`src/sctc_pkg.sv`:
```
// Constants, register map and state types for the sensor channel
// timing and offset configuration block.
// Assumes one 100 MHz clock that also serves as the reference clock.
//
// Notes on behaviour
// - A conversion lasts sixteen reference periods per unit of the channel's interval count.
// - Interval counts of channels one to three reset to 0x0080 and are read and written by the host.
// - The active channel's offset word, worth offset over two to the sixteenth times the reference frequency, is handed to the datapath.
// - All four offset words reset to zero and are read and written by the host.
// - Every conversion is preceded by the channel's settling wait.
// - Settling lasts 32 periods for counts zero and one, else count times sixteen periods, and counts of channels zero and one reset to zero.
// - An unsettled amplitude at conversion start raises that channel's amplitude fault when fault reporting is enabled.
// - The amplitude fault shows in bit 12 of the channel's result high word and clears when that word is read.

package sctc_pkg;

  localparam int DW = 16;

  // Register offsets
  localparam logic [7:0] ADDR_CH1_INTERVAL = 8'h09;
  localparam logic [7:0] ADDR_CH2_INTERVAL = 8'h0A;
  localparam logic [7:0] ADDR_CH3_INTERVAL = 8'h0B;
  localparam logic [7:0] ADDR_CH0_OFFSET   = 8'h0C;
  localparam logic [7:0] ADDR_CH1_OFFSET   = 8'h0D;
  localparam logic [7:0] ADDR_CH2_OFFSET   = 8'h0E;
  localparam logic [7:0] ADDR_CH3_OFFSET   = 8'h0F;
  localparam logic [7:0] ADDR_CH0_SETTLE   = 8'h10;
  localparam logic [7:0] ADDR_CH1_SETTLE   = 8'h11;
  localparam logic [7:0] ADDR_DATA_HI_LAST = 8'h06;

  // Config words held in the array, first index and count
  localparam int CFG_COUNT      = 9;
  localparam int CFG_INTERVALS  = 3;
  localparam int CFG_CH0_FREQUENCY_OFFSET    = 3;
  localparam int CFG_SETTLE0    = 7;
  localparam int CFG_SETTLE1    = 8;

  // Reset values
  localparam logic [15:0] INTERVAL_RESET = 16'h0080;
  localparam logic [15:0] OFFSET_RESET   = 16'h0000;
  localparam logic [15:0] SETTLE_RESET   = 16'h0000;

  // Result high word field
  localparam int AMP_FAULT_BIT = 12;

  // Serial slave address, value arbitrary
  localparam logic [6:0] SLAVE_ADDR_DEFAULT = 7'h2C;

  // Timing
  localparam int CLK_PERIOD_NS       = 10;
  localparam int REF_PERIOD_NS       = 10;
  localparam int CLK_PER_REF         =
    (REF_PERIOD_NS + CLK_PERIOD_NS - 1) / CLK_PERIOD_NS;
  localparam int PERIODS_PER_COUNT   = 16;
  localparam int CYC_PER_COUNT       = PERIODS_PER_COUNT * CLK_PER_REF;
  localparam int SETTLE_MIN_PERIODS  = 32;
  localparam int SETTLE_MIN_CYC      = SETTLE_MIN_PERIODS * CLK_PER_REF;
  localparam logic [15:0] SETTLE_MIN_COUNT = 16'h0002;
  localparam int CW                  = 22;

  typedef enum logic [2:0] {
    SCTC_I_IDLE, SCTC_I_ADDR, SCTC_I_ACK, SCTC_I_PTR,
    SCTC_I_WHI, SCTC_I_WLO, SCTC_I_RD, SCTC_I_MACK
  } sctc_i2c_state_t;

  typedef enum logic [1:0] {
    SCTC_T_IDLE, SCTC_T_SETTLE, SCTC_T_CONV
  } sctc_tmr_state_t;

endpackage : sctc_pkg

```
`src/sctc_timer.sv`:
```
// Settle-then-convert interval timer for one active channel.
// Assumes start is a one-cycle pulse given only while idle.
`timescale 1ns/100ps
`default_nettype none

module sctc_timer (
  input  wire logic                  clk,          // Reference clock
  input  wire logic                  rst_n,        // Sync reset, low
  input  wire logic                  start,        // Begin settling
  input  wire logic [sctc_pkg::CW-1:0] settle_cyc, // Settle length
  input  wire logic [sctc_pkg::CW-1:0] conv_cyc,   // Conversion length
  output logic                       settling_q,   // Settle phase
  output logic                       converting_q, // Conversion phase
  output logic                       begin_q,      // Conversion start
  output logic                       done_q        // Conversion end
);

  sctc_pkg::sctc_tmr_state_t state_q;
  logic [sctc_pkg::CW-1:0]   cnt_q;
  logic [sctc_pkg::CW-1:0]   conv_q;
  wire                       cnt_zero = (cnt_q == '0);

  always_ff @(posedge clk) begin
    if (!rst_n) begin
      state_q <= sctc_pkg::SCTC_T_IDLE;
      cnt_q   <= '0;
      conv_q  <= '0;
      begin_q <= 1'b0;
      done_q  <= 1'b0;
    end else begin
      begin_q <= 1'b0;
      done_q  <= 1'b0;
      unique case (state_q)
        sctc_pkg::SCTC_T_IDLE: begin
          if (start) begin
            state_q <= sctc_pkg::SCTC_T_SETTLE;
            cnt_q   <= settle_cyc - 1'b1;
            conv_q  <= conv_cyc;
          end
        end
        sctc_pkg::SCTC_T_SETTLE: begin
          if (cnt_zero) begin
            state_q <= sctc_pkg::SCTC_T_CONV;
            cnt_q   <= conv_q - 1'b1;
            begin_q <= 1'b1;
          end else begin
            cnt_q <= cnt_q - 1'b1;
          end
        end
        sctc_pkg::SCTC_T_CONV: begin
          if (cnt_zero) begin
            state_q <= sctc_pkg::SCTC_T_IDLE;
            done_q  <= 1'b1;
          end else begin
            cnt_q <= cnt_q - 1'b1;
          end
        end
        // Spare state code falls back to idle
        default: state_q <= sctc_pkg::SCTC_T_IDLE;
      endcase
    end
  end

  // Phase flags from state
  always_ff @(posedge clk) begin
    if (!rst_n) begin
      settling_q   <= 1'b0;
      converting_q <= 1'b0;
    end else begin
      settling_q   <= (state_q == sctc_pkg::SCTC_T_IDLE) ? start :
                      (state_q == sctc_pkg::SCTC_T_SETTLE) && !cnt_zero;
      converting_q <= (state_q == sctc_pkg::SCTC_T_SETTLE) ? cnt_zero :
                      (state_q == sctc_pkg::SCTC_T_CONV) && !cnt_zero;
    end
  end

endmodule : sctc_timer

`default_nettype wire

```
`src/sctc_top.sv`:
```
// Channel timing/offset configuration with its serial register port.
// Assumes an I2C-style two-wire host; SCL and SDA come from pins.
`timescale 1ns/100ps
`default_nettype none

module sctc_top (
  input  wire logic        REF_CLK,         // 100 MHz clock
  input  wire logic        RST_N,           // Sync reset, low
  input  wire logic        SCL,             // Serial clock pin
  input  wire logic        SDA_IN,          // Serial data level
  output logic             SDA_OUT,         // Serial data drive
  output logic             SDA_OE,          // High while pulling low
  input  wire logic        CONV_START,      // Request one conversion
  input  wire logic [1:0]  CONV_CH,         // Channel of request
  input  wire logic [15:0] CH0_INTERVAL,    // Channel 0 interval count
  input  wire logic [15:0] CH2_SETTLE,      // Channel 2 settle count
  input  wire logic [15:0] CH3_SETTLE,      // Channel 3 settle count
  input  wire logic        AMP_SETTLED,     // Sensor amplitude settled
  input  wire logic        AMP_FAULT_EN,    // Report amplitude faults
  output logic             SETTLING,        // Settle phase active
  output logic             CONVERTING,      // Conversion active
  output logic             CONV_BEGIN,      // Conversion start pulse
  output logic             CONV_DONE,       // Conversion end pulse
  output logic [1:0]       ACTIVE_CH,       // Captured channel
  output logic [15:0]      ACTIVE_OFFSET,   // Captured offset word
  output logic [15:0]      ACTIVE_INTERVAL, // Captured interval count
  output logic [3:0]       AMP_FAULTS       // Amplitude fault flags
);

  localparam logic [6:0] SLAVE_ADDR = sctc_pkg::SLAVE_ADDR_DEFAULT;

  // Pin synchronisers, three stages each
  logic scl_s1_q, scl_s2_q, scl_s3_q, scl_lvl_q;
  logic sda_s1_q, sda_s2_q, sda_s3_q, sda_lvl_q;
  logic amp_s1_q, amp_s2_q, amp_s3_q, amp_lvl_q;

  always_ff @(posedge REF_CLK) begin
    if (!RST_N) begin
      {scl_s1_q, scl_s2_q, scl_s3_q} <= 3'h7;
      {sda_s1_q, sda_s2_q, sda_s3_q} <= 3'h7;
      {amp_s1_q, amp_s2_q, amp_s3_q} <= 3'h0;
    end else begin
      {scl_s1_q, scl_s2_q, scl_s3_q} <= {SCL, scl_s1_q, scl_s2_q};
      {sda_s1_q, sda_s2_q, sda_s3_q} <= {SDA_IN, sda_s1_q, sda_s2_q};
      {amp_s1_q, amp_s2_q, amp_s3_q} <= {AMP_SETTLED, amp_s1_q, amp_s2_q};
    end
  end

  // Accepted level once stages two and three agree
  wire scl_upd = (scl_s2_q == scl_s3_q) && (scl_s3_q != scl_lvl_q);
  wire sda_upd = (sda_s2_q == sda_s3_q) && (sda_s3_q != sda_lvl_q);
  wire scl_rise = scl_upd && scl_s3_q;
  wire scl_fall = scl_upd && !scl_s3_q;
  wire bus_start = sda_upd && !sda_s3_q && scl_lvl_q && !scl_upd;
  wire bus_stop  = sda_upd && sda_s3_q && scl_lvl_q && !scl_upd;

  always_ff @(posedge REF_CLK) begin
    if (!RST_N) begin
      scl_lvl_q <= 1'b1;
      sda_lvl_q <= 1'b1;
      amp_lvl_q <= 1'b0;
    end else begin
      if (scl_s2_q == scl_s3_q) scl_lvl_q <= scl_s3_q;
      if (sda_s2_q == sda_s3_q) sda_lvl_q <= sda_s3_q;
      if (amp_s2_q == amp_s3_q) amp_lvl_q <= amp_s3_q;
    end
  end

  // Register port state
  sctc_pkg::sctc_i2c_state_t st_q, nxt_q;
  logic [3:0]  cnt_q;
  logic [7:0]  sh_q;
  logic [7:0]  ptr_q;
  logic [7:0]  wbuf_q;
  logic [15:0] rd_word_q;
  logic        hi_q;
  logic        oe_q;
  logic        wr_stb_q;
  logic [7:0]  wr_addr_q;
  logic [15:0] wr_data_q;
  logic        rd_clr_q;
  logic [7:0]  rd_addr_q;

  logic [15:0] cfg_q [sctc_pkg::CFG_COUNT];
  logic [3:0]  amp_q;

  // Read selection by pointer
  wire [7:0]  cfg_off  = ptr_q - sctc_pkg::ADDR_CH1_INTERVAL;
  wire [3:0]  cfg_idx  = cfg_off[3:0];
  wire        cfg_hit  = (ptr_q >= sctc_pkg::ADDR_CH1_INTERVAL) &&
                         (ptr_q <= sctc_pkg::ADDR_CH1_SETTLE);
  wire        data_hi  = (ptr_q <= sctc_pkg::ADDR_DATA_HI_LAST) && !ptr_q[0];
  wire [15:0] fault_w  = 16'(amp_q[ptr_q[2:1]]) << sctc_pkg::AMP_FAULT_BIT;
  wire [15:0] rd_mux   = cfg_hit ? cfg_q[cfg_idx] :
                         data_hi ? fault_w : 16'h0000;
  wire [7:0]  tx_byte  = hi_q ? rd_word_q[15:8] : rd_word_q[7:0];
  wire [2:0]  tx_sel   = 3'(4'h7 - cnt_q);
  wire        addr_ok  = (sh_q[7:1] == SLAVE_ADDR);

  // Byte-level serial slave, auto-incrementing pointer
  always_ff @(posedge REF_CLK) begin
    if (!RST_N) begin
      st_q      <= sctc_pkg::SCTC_I_IDLE;
      nxt_q     <= sctc_pkg::SCTC_I_IDLE;
      cnt_q     <= 4'h0;
      sh_q      <= 8'h00;
      ptr_q     <= 8'h00;
      wbuf_q    <= 8'h00;
      rd_word_q <= 16'h0000;
      hi_q      <= 1'b1;
      oe_q      <= 1'b0;
      wr_stb_q  <= 1'b0;
      wr_addr_q <= 8'h00;
      wr_data_q <= 16'h0000;
      rd_clr_q  <= 1'b0;
      rd_addr_q <= 8'h00;
    end else begin
      wr_stb_q <= 1'b0;
      rd_clr_q <= 1'b0;
      if (bus_start) begin
        st_q  <= sctc_pkg::SCTC_I_ADDR;
        cnt_q <= 4'h0;
        oe_q  <= 1'b0;
      end else if (bus_stop) begin
        st_q <= sctc_pkg::SCTC_I_IDLE;
        oe_q <= 1'b0;
      end else begin
        unique case (st_q)
          sctc_pkg::SCTC_I_IDLE: ;
          sctc_pkg::SCTC_I_ADDR, sctc_pkg::SCTC_I_PTR,
          sctc_pkg::SCTC_I_WHI, sctc_pkg::SCTC_I_WLO: begin
            if (scl_rise) begin
              sh_q  <= {sh_q[6:0], sda_lvl_q};
              cnt_q <= cnt_q + 4'h1;
            end else if (scl_fall && cnt_q == 4'h8) begin
              oe_q <= 1'b1;
              st_q <= sctc_pkg::SCTC_I_ACK;
              if (st_q == sctc_pkg::SCTC_I_ADDR) begin
                nxt_q <= sh_q[0] ? sctc_pkg::SCTC_I_RD : sctc_pkg::SCTC_I_PTR;
                if (!addr_ok) begin
                  oe_q <= 1'b0;
                  st_q <= sctc_pkg::SCTC_I_IDLE;
                end else if (sh_q[0]) begin
                  rd_word_q <= rd_mux;
                  rd_clr_q  <= 1'b1;
                  rd_addr_q <= ptr_q;
                  ptr_q     <= ptr_q + 8'h01;
                  hi_q      <= 1'b1;
                end
              end else if (st_q == sctc_pkg::SCTC_I_PTR) begin
                ptr_q <= sh_q;
                nxt_q <= sctc_pkg::SCTC_I_WHI;
              end else if (st_q == sctc_pkg::SCTC_I_WHI) begin
                wbuf_q <= sh_q;
                nxt_q  <= sctc_pkg::SCTC_I_WLO;
              end else begin
                wr_stb_q  <= 1'b1;
                wr_addr_q <= ptr_q;
                wr_data_q <= {wbuf_q, sh_q};
                ptr_q     <= ptr_q + 8'h01;
                nxt_q     <= sctc_pkg::SCTC_I_WHI;
              end
            end
          end
          sctc_pkg::SCTC_I_ACK: begin
            if (scl_fall) begin
              cnt_q <= 4'h0;
              st_q  <= nxt_q;
              oe_q  <= (nxt_q == sctc_pkg::SCTC_I_RD) ? !tx_byte[7] : 1'b0;
            end
          end
          sctc_pkg::SCTC_I_RD: begin
            if (scl_rise) begin
              cnt_q <= cnt_q + 4'h1;
            end else if (scl_fall) begin
              if (cnt_q == 4'h8) begin
                oe_q <= 1'b0;
                st_q <= sctc_pkg::SCTC_I_MACK;
              end else begin
                oe_q <= !tx_byte[tx_sel];
              end
            end
          end
          sctc_pkg::SCTC_I_MACK: begin
            if (scl_rise) begin
              if (sda_lvl_q) begin
                st_q <= sctc_pkg::SCTC_I_IDLE;
              end else if (hi_q) begin
                hi_q <= 1'b0;
              end else begin
                rd_word_q <= rd_mux;
                rd_clr_q  <= 1'b1;
                rd_addr_q <= ptr_q;
                ptr_q     <= ptr_q + 8'h01;
                hi_q      <= 1'b1;
              end
            end else if (scl_fall) begin
              cnt_q <= 4'h0;
              st_q  <= sctc_pkg::SCTC_I_RD;
              oe_q  <= !tx_byte[7];
            end
          end
        endcase
      end
    end
  end

  // Open-drain data pin, only ever pulls low
  always_ff @(posedge REF_CLK) begin
    if (!RST_N) begin
      SDA_OUT <= 1'b0;
    end else begin
      SDA_OUT <= 1'b0;
    end
  end
  assign SDA_OE = oe_q;

  // Config words: intervals, offsets, settle counts
  genvar g;
  generate
    for (g = 0; g < sctc_pkg::CFG_COUNT; g++) begin : g_cfg
      localparam logic [15:0] RV =
        (g < sctc_pkg::CFG_INTERVALS) ? sctc_pkg::INTERVAL_RESET :
        (g < sctc_pkg::CFG_SETTLE0)   ? sctc_pkg::OFFSET_RESET :
                                        sctc_pkg::SETTLE_RESET;
      wire hit = wr_stb_q &&
                 (wr_addr_q == sctc_pkg::ADDR_CH1_INTERVAL + 8'(g));
      always_ff @(posedge REF_CLK) begin
        if (!RST_N) begin
          cfg_q[g] <= RV;
        end else if (hit) begin
          cfg_q[g] <= wr_data_q;
        end
      end
    end
  endgenerate

  // Timer handshake signals
  logic tmr_settling, tmr_converting, tmr_begin, tmr_done;
  logic busy_q;
  logic [1:0]  ch_q;
  logic [15:0] off_q;
  logic [15:0] int_q;

  // Per-channel selection at request time
  wire [15:0] int_sel =
    (CONV_CH == 2'h0) ? CH0_INTERVAL : cfg_q[4'(CONV_CH) - 4'h1];
  wire [15:0] off_sel = cfg_q[4'(sctc_pkg::CFG_CH0_FREQUENCY_OFFSET) + 4'(CONV_CH)];
  wire [15:0] set_sel =
    (CONV_CH == 2'h0) ? cfg_q[sctc_pkg::CFG_SETTLE0] :
    (CONV_CH == 2'h1) ? cfg_q[sctc_pkg::CFG_SETTLE1] :
    (CONV_CH == 2'h2) ? CH2_SETTLE : CH3_SETTLE;

  wire [31:0] set_prod = 32'(set_sel) * sctc_pkg::CYC_PER_COUNT;
  wire [sctc_pkg::CW-1:0] settle_cyc =
    (set_sel < sctc_pkg::SETTLE_MIN_COUNT) ?
      sctc_pkg::CW'(sctc_pkg::SETTLE_MIN_CYC) : set_prod[sctc_pkg::CW-1:0];
  wire [31:0] conv_prod = 32'(int_sel) * sctc_pkg::CYC_PER_COUNT;
  wire [sctc_pkg::CW-1:0] conv_cyc = conv_prod[sctc_pkg::CW-1:0];
  wire start_ok = CONV_START && !busy_q;

  always_ff @(posedge REF_CLK) begin
    if (!RST_N) begin
      busy_q <= 1'b0;
      ch_q   <= 2'h0;
      off_q  <= 16'h0000;
      int_q  <= 16'h0000;
    end else begin
      busy_q <= (busy_q && !tmr_done) || start_ok;
      if (start_ok) begin
        ch_q  <= CONV_CH;
        off_q <= off_sel;
        int_q <= int_sel;
      end
    end
  end

  sctc_timer u_timer (
    .clk          (REF_CLK),
    .rst_n        (RST_N),
    .start        (start_ok),
    .settle_cyc   (settle_cyc),
    .conv_cyc     (conv_cyc),
    .settling_q   (tmr_settling),
    .converting_q (tmr_converting),
    .begin_q      (tmr_begin),
    .done_q       (tmr_done)
  );

  // Amplitude fault flags, set wins over read clear
  generate
    for (g = 0; g < 4; g++) begin : g_amp
      wire set_f = tmr_begin && (ch_q == 2'(g)) &&
                   !amp_lvl_q && AMP_FAULT_EN;
      wire clr_f = rd_clr_q &&
                   (rd_addr_q == 8'(2 * g));
      always_ff @(posedge REF_CLK) begin
        if (!RST_N) begin
          amp_q[g] <= 1'b0;
        end else begin
          amp_q[g] <= set_f || (amp_q[g] && !clr_f);
        end
      end
    end
  endgenerate

  // Registered status outputs
  // captured offset to datapath
  always_ff @(posedge REF_CLK) begin
    if (!RST_N) begin
      SETTLING        <= 1'b0;
      CONVERTING      <= 1'b0;
      CONV_BEGIN      <= 1'b0;
      CONV_DONE       <= 1'b0;
      ACTIVE_CH       <= 2'h0;
      ACTIVE_OFFSET   <= 16'h0000;
      ACTIVE_INTERVAL <= 16'h0000;
      AMP_FAULTS      <= 4'h0;
    end else begin
      SETTLING        <= tmr_settling;
      CONVERTING      <= tmr_converting;
      CONV_BEGIN      <= tmr_begin;
      CONV_DONE       <= tmr_done;
      ACTIVE_CH       <= ch_q;
      ACTIVE_OFFSET   <= off_q;
      ACTIVE_INTERVAL <= int_q;
      AMP_FAULTS      <= amp_q;
    end
  end

endmodule : sctc_top

`default_nettype wire

```
`config.mk`:
```
export PLATFORM = sky130hd
export DESIGN_NAME = sctc_top
export DESIGN_NICKNAME = d
export VERILOG_FILES = /design/src/sctc_pkg.sv /design/src/sctc_timer.sv /design/src/sctc_top.sv
export SDC_FILE = /design/constraint.sdc
export NUM_CORES = 1
export LEC_CHECK = 0
export BUFFER_PORTS_ARGS = -buffer_cell sky130_fd_sc_hd__buf_4
export CAP_MARGIN = 20
export CORE_MARGIN = 3
export CORE_UTILIZATION = 48
export DETAILED_ROUTE_END_ITERATION = 8
export PLACE_DENSITY = 0.64
export SKIP_LAST_GASP = 1
export SLEW_MARGIN = 20
export SYNTH_ARGS = -nofsm -noshare
export SYNTH_HDL_FRONTEND = slang
export SYNTH_HIERARCHICAL = 1
export SYNTH_SLANG_ARGS = --single-unit
```
`constraint.sdc`:
```
create_clock -name REF_CLK -period 6.1 [get_ports REF_CLK]
set_input_delay 0.61 -clock REF_CLK [delete_from_list [all_inputs] [get_ports REF_CLK]]
set_output_delay 0.61 -clock REF_CLK [all_outputs]
set_load 0.01 [all_outputs]
```
==> impl_metrics.prom <==
# TYPE chip_impl_metric gauge
chip_impl_metric{name="syn-cell-area",unit="mm²"} 0.01887
chip_impl_metric{name="clock_latency_reported_for_the_late_side_of_the_worst_skew_pair",unit="ps"} 580
chip_impl_metric{name="antenna-diode-count",unit=""} 0
chip_impl_metric{name="dr.first_iter.drc_count",unit=""} 1515
chip_impl_metric{name="number_of_global_route_vias_before_repair",unit=""} 14189
chip_impl_metric{name="synth_compound_area_share",unit="%"} 13.73
chip_impl_info{name="synth.top_cells.by_count",value="sky130_fd_sc_hd__nand2_1 (261), sky130_fd_sc_hd__dfxtp_1 (229), sky130_fd_sc_hd__and2_1 (187)"} 1
chip_impl_metric{name="worst_ep_required_time",unit="ps"} 6560
chip_impl_info{name="worstHoldPathType",value="input port to flop"} 1
chip_impl_metric{name="timing.final.max_slew_violations",unit=""} 0
chip_impl_metric{name="cts_num_sinks",unit=""} 373
chip_impl_metric{name="relSlewSlack",unit="%"} 28.15
chip_impl_metric{name="proportion_of_layout_cells_with_a_drive_suffix_above_1",unit="%"} 16.20
chip_impl_info{name="synth.largest_area_cell",value="sky130_fd_sc_hd__dfxtp_1"} 1
chip_impl_metric{name="post_synth_fa_ha_maj_area_fraction",unit="%"} 1.127
chip_impl_metric{name="post-cts-setup-buffer-count",unit=""} 0
chip_impl_metric{name="ff_latch_area",unit="mm²"} 0.008910
chip_impl_metric{name="avgSynthCellArea",unit="µm²"} 9.907
chip_impl_metric{name="place.port_buffers",unit=""} 99
chip_impl_metric{name="grt_remaining_overflow",unit=""} 0
chip_impl_metric{name="fp.coreArea",unit="mm²"} 0.03874
chip_impl_metric{name="grt_antenna_before_repair",unit=""} 0
chip_impl_metric{name="globalplace.congestion",unit=""} 0.8913
chip_impl_info{name="critPathLaunch",value="CONV_CH[0]"} 1
chip_impl_metric{name="drc_errors",unit=""} 0
chip_impl_metric{name="synthCells",unit=""} 1905
chip_impl_metric{name="p_total",unit="W"} 0.006234
chip_impl_metric{name="cts-resized-gates",unit=""} 0
chip_impl_metric{name="synth_cell_type_count",unit=""} 84
chip_impl_metric{name="ios",unit=""} 101
chip_impl_metric{name="drt-pass1-iter-count",unit=""} 5
chip_impl_info{name="yosys_most_used_dff",value="sky130_fd_sc_hd__dfxtp_1"} 1
chip_impl_info{name="grt_setup_unrepaired",value="false"} 1
chip_impl_info{name="synth_top_cells_by_area",value="sky130_fd_sc_hd__dfxtp_1 (24%), sky130_fd_sc_hd__edfxtp_1 (23%), sky130_fd_sc_hd__mux4_2 (8.2%)"} 1
chip_impl_metric{name="path_max_fanout",unit=""} 31
chip_impl_metric{name="final.period_utilization",unit="%"} 68.48
chip_impl_metric{name="cts_hold_buffers",unit=""} 0
chip_impl_metric{name="die_w",unit="µm"} 204.3
chip_impl_metric{name="number_of_register_bits_inferred_by_synthesis",unit=""} 373
chip_impl_metric{name="cap_violations",unit=""} 0
chip_impl_metric{name="synth.yosys.warnings",unit=""} 6
chip_impl_metric{name="max_slew.worst_pin.slew",unit="ps"} 1078
chip_impl_metric{name="layout_min_cycle_time",unit="ps"} 4177
chip_impl_metric{name="synth.mux.area_fraction",unit="%"} 10.67
chip_impl_metric{name="reg2reg_depth",unit=""} 12
chip_impl_metric{name="total_wirelength",unit="µm"} 54160
chip_impl_metric{name="multi_input_comb_area",unit="mm²"} 0.009508
chip_impl_metric{name="power_density",unit="mW/mm²"} 289.3
chip_impl_info{name="synth_top_family_by_area",value="simple AND/OR/NAND/NOR gates"} 1
chip_impl_metric{name="syn_to_final_growth",unit="%"} 14.17
chip_impl_info{name="critical_path.startpoint_type",value="input port"} 1
chip_impl_metric{name="rows",unit=""} 72
chip_impl_info{name="critical_path.endpoint_type",value="flop"} 1
chip_impl_metric{name="synth_simple_gate_area_share",unit="%"} 21.55
chip_impl_metric{name="globalRouteTotalUtil",unit="%"} 25.81
chip_impl_metric{name="dp_hpwl",unit="µm"} 37940
chip_impl_metric{name="number_of_h_tree_levels",unit=""} 2
chip_impl_metric{name="arrival",unit="ps"} 4640
chip_impl_info{name="timing.critical_path.to",value="u_timer/cnt_q[19]"} 1
chip_impl_metric{name="wire_per_inst",unit="µm"} 21.56
chip_impl_metric{name="route.vias.total",unit=""} 14904
chip_impl_metric{name="setup-violations-final",unit=""} 0
chip_impl_metric{name="nNetsFinal",unit=""} 2039
chip_impl_metric{name="detail-route-antenna-nets",unit=""} 0
chip_impl_info{name="timing.setup.critical_path_class",value="input port to flop"} 1
chip_impl_metric{name="maximum_number_of_pins_on_one_net_before_global_route_repair",unit=""} 86
chip_impl_metric{name="initial_core_util",unit="%"} 48.72
chip_impl_metric{name="ctsLongestPathBuffers",unit=""} 3
chip_impl_info{name="most_frequently_used_cell_type_in_the_post_synthesis_netlist",value="sky130_fd_sc_hd__nand2_1"} 1
chip_impl_metric{name="dieHeight",unit="µm"} 204.3
chip_impl_metric{name="dieArea",unit="mm²"} 0.04173
chip_impl_metric{name="xor_and_xnor_area_share_after_synthesis",unit="%"} 2.320
chip_impl_metric{name="irDropWorstVdd",unit="V"} 0.0001592
chip_impl_metric{name="cts-buffers-inserted",unit=""} 42
chip_impl_metric{name="static-leakage-power",unit="nW"} 7.956
chip_impl_info{name="worst_r2r_endpoint",value="u_timer/cnt_q[19]"} 1
chip_impl_metric{name="clk_pin_slew",unit="ps"} 50
chip_impl_info{name="reg_to_reg_startpoint",value="cfg_q[7][15]"} 1
chip_impl_info{name="cts-root-buf",value="sky130_fd_sc_hd__clkbuf_16"} 1
chip_impl_info{name="outcome",value="completed"} 1
chip_impl_metric{name="synth_edf_count",unit=""} 144
chip_impl_metric{name="fmax",unit="MHz"} 239.4
chip_impl_metric{name="fin_setup_tns",unit="ps"} 0
chip_impl_metric{name="ys_seq_area_share",unit="%"} 47.20
chip_impl_metric{name="setup.reg_to_reg.worst_slack",unit="ps"} 2260
chip_impl_metric{name="final-hold-violation-count",unit=""} 0
chip_impl_metric{name="grt_first_pass_wirelength",unit="µm"} 83870
chip_impl_metric{name="synthArstFlopShare",unit="%"} 0
chip_impl_metric{name="num-fill-cells",unit=""} 3404
chip_impl_info{name="tritoncts",value="yes"} 1
chip_impl_metric{name="route.detailed.vias_per_inst",unit=""} 5.933
chip_impl_metric{name="worst_clock_skew",unit="ps"} 23.71
chip_impl_metric{name="synth_top_area_share",unit="%"} 24.29
critical path, stage by stage:
cell and delay [ps]:
sky130_fd_sc_hd__buf_4 150, sky130_fd_sc_hd__inv_1 120, sky130_fd_sc_hd__ha_2 500, sky130_fd_sc_hd__or4b_2 620, sky130_fd_sc_hd__a2bb2oi_1 160, sky130_fd_sc_hd__nor4_1 310
sky130_fd_sc_hd__nor4b_1 400, sky130_fd_sc_hd__a31oi_1 220, sky130_fd_sc_hd__nor4_2 270, sky130_fd_sc_hd__buf_4 200, sky130_fd_sc_hd__nand2_1 130, sky130_fd_sc_hd__nor4_1 340
sky130_fd_sc_hd__xor2_1 210, sky130_fd_sc_hd__o21ai_0 110, sky130_fd_sc_hd__a221oi_1 270
worst min-delay path by stage:
| stage | slack, ps | endpoint | start | depth (start not counted) |
|---|---|---|---|---|
| global route | 240 | sda_s1_q | SDA_IN | 2 |
| global placement | 420 | sda_s2_q | sda_s1_q | 1 |
| CTS | 210 | sda_s1_q | SDA_IN | 2 |
| floorplan | 390 | scl_s2_q | scl_s1_q | 1 |
| finish | 240 | sda_s1_q | SDA_IN | 2 |
| detailed placement | 410 | sda_s2_q | sda_s1_q | 1 |
area by class of cell:
cell class / count / share of cell area, %
Timing Repair Buffer: 122 / 4.251
Tap cell: 518 / 3.008
Inverter: 29 / 0.5052
Sequential cell: 373 / 41.35
Clock buffer: 57 / 5.813
Clock inverter: 16 / 0.9465
Multi-Input combinational cell: 1397 / 44.13
sequential cells by signal, summed over array words and instances (netlist names), 16 cells and up:
signal           count
ACTIVE_INTERVAL     16
ACTIVE_OFFSET       16
cfg_q              144
int_q               16
off_q               16
rd_word_q           16
u_timer/cnt_q       22
u_timer/conv_q      22
wr_data_q           16
layer usage:
| layer | up-vias | GRT usage, % | part of all wire [%] |
|---|---|---|---|
| met3 | 98 | 3.504 | 6.0 |
| met5 | - | 0 | 0 |
| met2 | 498 | 43.55 | 49 |
| li1 | 7033 | - | - |
| met4 | 0 | 8.233 | 2.9 |
| met1 | 7275 | 34.60 | 42 |
cells in the final DEF, fill, tap and decap left out, types with 23 or more instances in the layout:
cell / Yosys / layout
sky130_fd_sc_hd__nand2_1: 261 / 261
sky130_fd_sc_hd__dfxtp_1: 229 / 228
sky130_fd_sc_hd__and2_1: 187 / 187
sky130_fd_sc_hd__edfxtp_1: 144 / 144
sky130_fd_sc_hd__a21oi_1: 130 / 129
sky130_fd_sc_hd__buf_4: 1 / 122
sky130_fd_sc_hd__nor2_1: 113 / 109
sky130_fd_sc_hd__o21ai_0: 84 / 77
sky130_fd_sc_hd__mux4_2: 69 / 69
sky130_fd_sc_hd__nand3_1: 46 / 46
sky130_fd_sc_hd__clkbuf_16: 0 / 46
sky130_fd_sc_hd__mux2i_1: 37 / 37
sky130_fd_sc_hd__a31oi_1: 30 / 30
sky130_fd_sc_hd__xor2_1: 31 / 30
sky130_fd_sc_hd__inv_1: 29 / 28
sky130_fd_sc_hd__nor3_1: 31 / 28
sky130_fd_sc_hd__nor4_1: 24 / 24
sky130_fd_sc_hd__conb_1: 1 / 23
report_power, final:
group          internal, W  switching, W
logic             0.000309      0.000509
registers          0.00267     0.0000792
clock network      0.00161       0.00105
total              0.00459       0.00164
cell families after synthesis:
kind of cell	count (synthesis)
other cells	1
fa+ha+maj	17
simple gates	788
flops	373
xor+xnor	50
buf+inv	157
compound gates	405
mux	114
through the flow:
| stage | hold slack [ps] | std cells | worst slack [ps] | utilization, % | area (µm²) |
|---|---|---|---|---|---|
| detailed placement | 407.8 | 2439 | 1413 | 51.79 | 20060 |
| CTS | 213.3 | 2512 | 1998 | 55.55 | 21520 |
| global route | 244.0 | 2512 | 1490 | 55.62 | 21550 |
| global placement | 417.9 | 2439 | 1525 | 51.79 | 20060 |
| finish | 237.4 | 2512 | 1923 | 55.62 | 21550 |
| floorplan | 386.3 | 1927 | 1459 | - | 18960 |
Note: power is estimated with default switching activity, not from simulation.
